$ cat src/pkg/sdcam_pkg.sv
// Constants and carrier types for the SDRAM connection and address multiplexer
package sdcam_pkg;

  // Bus size codes of an SDRAM area
  localparam logic [1:0] BSZ_16 = 2'h2;
  localparam logic [1:0] BSZ_32 = 2'h3;
  // Row and column width codes; code 3 is unsupported in both fields
  localparam logic [1:0] WIDTH_CODE_BAD = 2'h3;
  localparam logic [4:0] ROW_BASE_BITS  = 5'h0b;
  localparam logic [4:0] COL_BASE_BITS  = 5'h08;
  // Pin map
  localparam int         ADDR_W         = 28;
  localparam int         PIN_W          = 26;
  localparam int         MUX_PINS       = 18;
  localparam logic [4:0] PRE_SDRAM_BIT  = 5'h0a;
  localparam logic [4:0] PIN_OFS_16     = 5'h01;
  localparam logic [4:0] PIN_OFS_32     = 5'h02;
  localparam int         LANE_N         = 4;
  localparam logic [3:0] MASK_ALL_OFF   = 4'hf;
  localparam logic [3:0] MASK_HALF16    = 4'hc;

  // Request codes from the bus master
  typedef enum logic [3:0] {
    nop_cmd, auto_refresh_cmd, self_refresh_cmd, precharge_all_cmd,
    precharge_bank_cmd, activate_cmd, read_cmd, read_autoprecharge_cmd,
    write_cmd, write_autoprecharge_cmd, mode_register_set_cmd
  } sdcam_cmd_t;

  // Strobe triples {row strobe, column strobe, read/write line}, all active low
  localparam logic [2:0] STB_NOP  = 3'h7;
  localparam logic [2:0] STB_REF  = 3'h1;
  localparam logic [2:0] STB_PRE  = 3'h2;
  localparam logic [2:0] STB_ACT  = 3'h3;
  localparam logic [2:0] STB_READ = 3'h5;
  localparam logic [2:0] STB_WR   = 3'h4;
  localparam logic [2:0] STB_MRS  = 3'h0;

  typedef struct packed {
    logic [1:0] bus_size_field;
    logic [1:0] row_width_field;
    logic [1:0] column_width_field;
  } sdcam_area_cfg_t;

  typedef struct packed {
    logic               valid;
    sdcam_cmd_t         cmd;
    logic               area3;    // 1 selects area 3, 0 selects area 2
    logic [ADDR_W-1:0]  addr;
    logic [LANE_N-1:0]  byte_en;  // Active high, lane 3 is the top byte
  } sdcam_req_t;

  typedef struct packed {
    logic              row_strobe_b;
    logic              col_strobe_b;
    logic              read_write_line;
    logic              cke;
    logic              area2_select_b;
    logic              area3_select_b;
    logic              byte_mask_lane3_b;
    logic              byte_mask_lane2_b;
    logic              byte_mask_lane1_b;
    logic              byte_mask_lane0_b;
    logic [PIN_W-1:0]  addr;
  } sdcam_pins_t;

  typedef struct packed {
    sdcam_pins_t pins;
    logic        refused;
  } sdcam_state_t;

  localparam sdcam_state_t SDCAM_STATE_RST = '{
    pins: '{row_strobe_b: 1'b1, col_strobe_b: 1'b1, read_write_line: 1'b1, cke: 1'b1,
            area2_select_b: 1'b1, area3_select_b: 1'b1, byte_mask_lane3_b: 1'b1,
            byte_mask_lane2_b: 1'b1, byte_mask_lane1_b: 1'b1, byte_mask_lane0_b: 1'b1,
            addr: '0},
    refused: 1'b0};

endpackage

$ cat src/rtl/sdcam_top.sv
// SDRAM command encoder, byte-lane masks, area selects and row/column address multiplexer
//
// Contract
// - Parts with 11/12/13 row bits, 8/9/10 column bits, four banks, pin 10 precharge.
// - Strobes and masks shared by both areas; only area selects qualify them.
// - At most two SDRAM spaces, areas 2 and 3, each with its own select.
// - Each SDRAM area is either 32 or 16 bits wide.
// - Burst length 1 only: every read or write is one command.
// - Commands encoded on row strobe, column strobe, read/write line and address pins.
// - Four active-low lane masks; a byte moves only when its mask is low.
// - A single SDRAM area is area 3; area 2 then holds other memory.
// - Row and column multiplexed internally; unlisted settings are undefined.
// - Pins A25 to A18 always carry the plain address bits.
// - 16-bit bus: SDRAM address bit 0 sits on pin A1.
// - 32-bit bus: SDRAM address bit 0 sits on pin A2.
// - Row codes 00/01/10 give 11/12/13 bits; row pin A0 carries bit column-width.
// - Column codes 00/01/10 give 8/9/10 bits; column pins carry same-index bits.
// - 32-bit 11x8: banks on A14,A13 from A22,A21; precharge on A12.
// - 32-bit 12x8: banks on A15,A14 from A23,A22; precharge on A12.
// - 32-bit 13x9: banks on A16,A15 from A25,A24; precharge on A12.
// - 16-bit 11x8: banks on A13,A12 from A21,A20; precharge on A11.
// - Column-phase precharge pin carries the access-mode level, not an address bit.
`timescale 1ns/1ns
module sdcam_top
  import sdcam_pkg::*;
(
  // Clock and reset
  input  wire logic            clock,
  input  wire logic            rst_b,
  // Area configuration
  input  wire logic            area2_sdram_en,
  input  wire sdcam_area_cfg_t area2_cfg,
  input  wire sdcam_area_cfg_t area3_cfg,
  // Request from the bus master
  input  wire sdcam_req_t      req,
  // SDRAM pins and status
  output sdcam_pins_t          sdram_pins,
  output logic                 req_refused
);

  // Pin offset of SDRAM address bit 0 for a bus size
  function automatic logic [4:0] pin_offset(input logic [1:0] bsz);
    return (bsz == BSZ_16) ? PIN_OFS_16 : PIN_OFS_32;
  endfunction

  // Only the listed width combinations are accepted
  function automatic logic cfg_ok(input sdcam_area_cfg_t c);
    return (c.bus_size_field == BSZ_16 || c.bus_size_field == BSZ_32)
        && c.row_width_field != WIDTH_CODE_BAD
        && c.column_width_field != WIDTH_CODE_BAD;
  endfunction

  sdcam_state_t    s_r;
  sdcam_state_t    s_nxt;
  sdcam_area_cfg_t cfg;
  logic [4:0]      col_bits;
  logic [4:0]      pre_pin;
  logic [4:0]      bank_lo;
  logic [PIN_W-1:0] row_addr;
  logic [PIN_W-1:0] col_addr;
  logic [2:0]      stb;
  logic [3:0]      mask_b;
  logic            pre_level;
  logic            sel_ok;

  // Address phases for the addressed area
  always_comb begin
    cfg      = req.area3 ? area3_cfg : area2_cfg;
    col_bits = COL_BASE_BITS + 5'(cfg.column_width_field);
    pre_pin  = pin_offset(cfg.bus_size_field) + PRE_SDRAM_BIT;
    // Bank pins sit just above the top row bit on the SDRAM side
    bank_lo  = pin_offset(cfg.bus_size_field) + ROW_BASE_BITS
               + 5'(cfg.row_width_field);
    row_addr = req.addr[PIN_W-1:0];
    col_addr = req.addr[PIN_W-1:0];
    for (int i = 0; i < MUX_PINS; i++) begin
      row_addr[i] = req.addr[5'(i) + col_bits];
    end
    // Bank pins hold the row-phase value in the column phase too
    for (int i = 0; i < MUX_PINS; i++) begin
      if (5'(i) == bank_lo || 5'(i) == bank_lo + 5'h01) begin
        col_addr[i] = row_addr[i];
      end
    end
  end

  // Command decode, byte lanes and selects
  always_comb begin
    s_nxt        = s_r;
    s_nxt.refused = 1'b0;
    stb          = STB_NOP;
    mask_b       = MASK_ALL_OFF;
    pre_level    = 1'b0;
    sel_ok       = req.valid && cfg_ok(cfg)
                   && (req.area3 || area2_sdram_en);
    s_nxt.pins.area2_select_b = 1'b1;
    s_nxt.pins.area3_select_b = 1'b1;
    if (req.valid && !sel_ok) begin
      s_nxt.refused = 1'b1;
    end
    if (sel_ok) begin
      // Self refresh drops the clock enable; any later accepted request other than self refresh restores it
      s_nxt.pins.cke = (req.cmd != self_refresh_cmd);
      s_nxt.pins.area3_select_b = !req.area3;
      s_nxt.pins.area2_select_b = req.area3;
      unique case (req.cmd)
        nop_cmd: begin
          stb = STB_NOP;
        end
        auto_refresh_cmd, self_refresh_cmd: begin
          stb = STB_REF;
        end
        precharge_all_cmd, precharge_bank_cmd: begin
          stb       = STB_PRE;
          pre_level = (req.cmd == precharge_all_cmd);
          s_nxt.pins.addr = col_addr;
          s_nxt.pins.addr[pre_pin] = pre_level;
        end
        activate_cmd: begin
          stb = STB_ACT;
          s_nxt.pins.addr = row_addr;
        end
        read_cmd, read_autoprecharge_cmd, write_cmd, write_autoprecharge_cmd: begin
          // One command per beat: burst length 1
          stb = (req.cmd == read_cmd || req.cmd == read_autoprecharge_cmd)
                ? STB_READ : STB_WR;
          pre_level = (req.cmd == read_autoprecharge_cmd
                       || req.cmd == write_autoprecharge_cmd);
          s_nxt.pins.addr = col_addr;
          s_nxt.pins.addr[pre_pin] = pre_level;
          mask_b = ~req.byte_en;
          // Upper lanes carry nothing on a 16-bit part
          if (cfg.bus_size_field == BSZ_16) begin
            mask_b = mask_b | MASK_HALF16;
          end
        end
        mode_register_set_cmd: begin
          stb = STB_MRS;
          s_nxt.pins.addr = req.addr[PIN_W-1:0];
        end
        default: begin
          stb = STB_NOP;
        end
      endcase
    end
    // Shared strobes; the selects alone say which area listens
    s_nxt.pins.row_strobe_b    = stb[2];
    s_nxt.pins.col_strobe_b    = stb[1];
    s_nxt.pins.read_write_line = stb[0];
    s_nxt.pins.byte_mask_lane3_b = mask_b[3];
    s_nxt.pins.byte_mask_lane2_b = mask_b[2];
    s_nxt.pins.byte_mask_lane1_b = mask_b[1];
    s_nxt.pins.byte_mask_lane0_b = mask_b[0];
  end

  // State register
  always_ff @(posedge clock or negedge rst_b) begin
    if (!rst_b) begin
      s_r <= SDCAM_STATE_RST;
    end else begin
      s_r <= s_nxt;
    end
  end

  assign sdram_pins  = s_r.pins;
  assign req_refused = s_r.refused;

endmodule

$ cat config.mk
export PLATFORM = sky130hd
export DESIGN_NAME = sdcam_top
export DESIGN_NICKNAME = d
export VERILOG_FILES = /design/src/pkg/sdcam_pkg.sv /design/src/rtl/sdcam_top.sv
export SDC_FILE = /design/constraint.sdc
export NUM_CORES = 1
export LEC_CHECK = 0
export ABC_AREA = 1
export BUFFER_PORTS_ARGS = -buffer_cell sky130_fd_sc_hd__buf_2
export CORE_UTILIZATION = 54
export DETAILED_ROUTE_END_ITERATION = 12
export MAX_ROUTING_LAYER = met4
export PLACE_DENSITY = 0.82
export SYNTH_ARGS = -nofsm -noshare
export SYNTH_HDL_FRONTEND = slang
export SYNTH_SLANG_ARGS = --single-unit
$ cat constraint.sdc
create_clock -name clock -period 0.8 [get_ports clock]
set_input_delay 0.12 -clock clock [delete_from_list [all_inputs] [get_ports clock]]
set_output_delay 0.12 -clock clock [all_outputs]
set_load 0.02 [all_outputs]
==> flow_summary.toml, run 1 <==
[grt]
grtUsageTotal_pct = 67.81
gr-total-overflow = 15
grt_max_degree = 38

[placed_design]
place_congestion = 0.9333
io_buffers = 89
dp_slack_ns = -2.082
post-dp-hpwl_um = 9074

[synth]
async_flop_share_pct = 100.0
synth-xor-area-share_pct = 0
synth_nets = 573
yosysTopAreaCellShare_pct = 20.09
synth_flop_cell = "dfrtp_1"
synthCells = 510
seq_area_frac_synth_pct = 27.90
synth_edf_count = 0
synth_compound_area_share_pct = 16.48
synth_area_leaders = "dfrtp_1 (20%), nand2_1 (18%), dfstp_2 (7.8%), nand3_1 (7.6%), inv_1 (6.0%)"
yosys_warnings = 0
synth_top_area_cell = "dfrtp_1"
synth_most_common_cell = "nand2_1"
synth_area_per_cell_um2 = 6.595
yosys.area_share.adder_pct = 3.943
yosys-top-cells-count = "nand2_1 (163), inv_1 (54), nand3_1 (51), nor2_1 (44), dfrtp_1 (27)"
synth_top_family_by_area = "simple AND/OR/NAND/NOR gates"
ys_seq_elements = 37
ys_types = 39
synthSimpleGateAreaFrac_pct = 39.66
syn_area_um2 = 3363
synth.area.mux_share_pct = 0.2976

[clocking]
clockRootBuffer = "clkbuf_8"
cts_buffer_depth = 2
numCtsBuffers = 5
clock-sinks = 37
cts_max_level = 2

[die]
die_height_um = 80.92
die_x_um = 80.92
initial_core_util_pct = 56.47
placementRows = 28
io_pins = 90

[timing]
worst-ep-kind = "sequential cell input"
grt-worst-endpoint = "sdram_pins[11]$_DFFE_PN0P_/D"

[status]
error = "[ERROR GRT-0232] Routing congestion too high. Check the congestion heatmap in the GUI."
status = "aborted with a tool error"
stop_stage = "5_1_grt"
==> what timing repair did <==
item | in CTS
gates cloned | 2
buffers inserted | 25
hold buffers | 5
pin swaps | 27
endpoints found under the setup margin | 74
resized for setup | 129
endpoints found under the hold margin | 31
==> cell families after synthesis <==
group	after synthesis
AOI/OAI and AO/OA	90
buffers and inverters	77
adders and majority gates	10
DFF	37
and+or+nand+nor	295
muxes	1
==> metal layers <==
metal / GRT usage, % / GRT overflow
met1: 66.23 / 1
met2: 88.15 / 3
met3: 44.83 / 0
met4: 65.18 / 11
met5: - / -
==> metrics by stage <==
step / cell area [um2] / hold WS, ns / util [%] / instances
after floorplan: 3468 / -0.1756 / - / 510
after CTS: 5344 / 0.02461 / 89.73 / 792
after detailed placement: 4586 / 0.1079 / 77.00 / 754
after global placement: 4586 / 0.1007 / 77.00 / 754
==> run 2: changes to the inputs <==
Settings changed: CORE_UTILIZATION 54 to 40, MAX_ROUTING_LAYER met4 to unset, PLACE_DENSITY 0.82 to unset, PLACE_DENSITY_LB_ADDON set to 0.15.
==> flow_summary.toml, run 2 <==
[synth]
yosysTopAreaCellShare_pct = 20.09
synth_edf_count = 0
synth_flop_cell = "dfrtp_1"
seq_area_frac_synth_pct = 27.90
yosys-top-cells-count = "nand2_1 (163), inv_1 (54), nand3_1 (51), nor2_1 (44), dfrtp_1 (27)"
synth_area_leaders = "dfrtp_1 (20%), nand2_1 (18%), dfstp_2 (7.8%), nand3_1 (7.6%), inv_1 (6.0%)"
synth_nets = 573
synth_most_common_cell = "nand2_1"
ys_types = 39
ys_seq_elements = 37
synthCells = 510
syn_area_um2 = 3363
yosys_warnings = 0
async_flop_share_pct = 100.0
synth_area_per_cell_um2 = 6.595
synth_top_area_cell = "dfrtp_1"

[pwr]
p_sw_w = 0.004465
powerDensity_nw_per_um2 = 1943
internal_power_w = 0.006258
power_frac_clock_pct = 14.1
leakage_nw = 2.821
vdd_ir_drop_max_mv = 1.134
switching_share_pct = 41.64
pwr-share-seq_pct = 26.1
power_frac_comb_pct = 59.9

[grt]
top_usage_layer = "met2"
grtUsageTotal_pct = 28.64
grt_max_degree = 38
use_met1_pct = 35.78
grt_pass1_vias = 4043
grt_pass1_wl_um = 19420
grt_use_met3_pct = 3.236
gr-total-overflow = 0
use_met2_pct = 50.12
grt_antenna_before_repair = 0

[cells_and_area]
layout_commonest_cell = "nand2_1"
area_growth_pct = 64.06
fin_util_pct = 67.49
fill_cells = 698
final_cell_mix = "nand2_1 (150), buf_4 (117), buf_2 (51)"
insertedDiodeCount = 0
final_area_um2 = 5518
final_nets = 785
largest_register_ff_count = 36
drive_gt1_share_pct = 46.61

[timing]
slew_headroom_pct = 68.41
fin_crit_sh_pct = 307.7
hold_violations = 0
skew_ns = 0
worst_slack_ns = -1.661
tns_ns = -45.13
worstMarginPinSlew_ns = 0.4721
timing.fmax_ghz = 0.4063
setup_viol = 74
rsz0062_at_grt = "yes"
timing.hold.ws_ns = 0.02252
period_needed_ns = 2.461
drv_slew = 0

[min_path]
holdPathEnd = "sdram_pins[30]"
worstHoldPathType = "in2reg"
holdCritStartpoint = "area3_cfg[5]"
whs_path_depth = 2

[clocking]
clock-sinks = 37
clockRootBuffer = "clkbuf_8"
cts_buffer_depth = 2
numCtsBuffers = 5
path_clk_slew_ns = 0.09
cts_tree = "built"
cts_max_level = 2
insertion_delay_ns = 0.31

[routing]
ant_nets = 0
drt_pass1_iterations = 9
routed_wl_um = 12170
post_drt_wl_per_cell_um = 14.70
drc = 1
vias_per_cell = 5.106
drt_iter0_drc = 199
vias = 4228

[worst_setup_path]
r2r-end = "sdram_pins[15]"
worstPathMaxFanout = 5
crit_arrival_ns = 2.66
critPathCaptureType = "register"
r2r_slack_ns = -0.06
critPathKind = "in2reg"
cp.required_ns = 1.00
startpoint_type = "input pin"
ff2ff_path_depth = 3
worstReg2RegStart = "sdram_pins[15]"

[placed_design]
io_buffers = 89
place_congestion = 0.9142
post-dp-hpwl_um = 9020
place_area_um2 = 4648
dp_slack_ns = -2.100

[die]
io_pins = 90
initial_core_util_pct = 41.14
die_x_um = 93.70
placementRows = 33
core-area_um2 = 8175
dieArea_um2 = 8779
die_height_um = 93.70

[status]
status = "complete, but fails checks"
violations = "design-rule violations, negative setup slack"

[job]
max_cap_viol_count = 0
## run 2: layout make-up
| cell class | count | area [um2] | area share [%] |
|---|---|---|---|
| clock buffers | 6 | 82.58 | 1.497 |
| well taps | 105 | 131.4 | 2.381 |
| repair buffers | 222 | 1799 | 32.61 |
| clock inverters | 2 | 13.76 | 0.2494 |
| multi-input cells | 396 | 2303 | 41.75 |
| inverters | 60 | 249.0 | 4.512 |
| flip-flops and latches | 37 | 938.4 | 17.01 |
## run 2: worst max path at each step
stage | from | to | slack (ns) | cells past startpoint
finish | req[32] | sdram_pins[8] | -1.66 | 21
floorplan | req[32] | sdram_pins[6] | -1.88 | 19
global placement | req[32] | sdram_pins[14] | -2.04 | 19
global route | req[32] | sdram_pins[7] | -1.79 | 22
detailed placement | req[32] | sdram_pins[14] | -2.10 | 19
CTS | req[32] | sdram_pins[11] | -1.55 | 25
## run 2: cell families after synthesis
logic type | after synthesis | share of synthesized area, %
flops | 37 | 27.90
fa+ha+maj | 10 | 3.944
simple gates | 295 | 39.66
buf+inv | 77 | 11.72
compound gates | 90 | 16.48
mux | 1 | 0.2976
## run 2: repair_timing
item / in CTS / in global routing
resized for setup: 110 / 25
pin swaps: 38 / 33
cloned: 1 / 0
hold buffers: 5 / 0
setup endpoints to repair: 74 / 74
hold endpoints to repair: 31 / 0
buffers inserted: 21 / 13
## run 2: critical path, cell delays in order
cell and delay [ns]:
buf_8 0.09, clkinvlp_4 0.10, nand2_2 0.07, nand2_2 0.07, nand3_4 0.08, inv_4 0.05, ha_4 0.26, inv_2 0.04
ha_4 0.24, inv_4 0.06, nor2_4 0.04, fa_2 0.64, inv_4 0.06, buf_4 0.13, buf_4 0.12, nand3_2 0.07
o31ai_2 0.08, nand2_1 0.11, nand2_1 0.06, o21ai_0 0.08, a21oi_1 0.08
## run 2: routing by layer
metal	share of wire, %	wire length, um	vias up
met3	4.8	590	27
met2	49	6018	144
met5	0	0	-
li1	-	-	2089
met4	2.7	328	0
met1	43	5236	1968
## run 2: power groups by stage
stage                     registers [W]  logic [W]  clock network [W]
after floorplan                 0.00335    0.00225                  0
after global placement          0.00268    0.00468                  0
after detailed placement        0.00270    0.00472                  0
after CTS                       0.00279    0.00599            0.00153
after global routing            0.00286    0.00693            0.00161
final                           0.00280    0.00642            0.00151
## run 2: stage by stage
step	cells	total power, W
after CTS	816	0.01030
after floorplan	510	0.005598
final	828	0.01072
after global routing	828	0.01139
after detailed placement	784	0.007424
after global placement	784	0.007368
(Power assumes the default switching activity.)
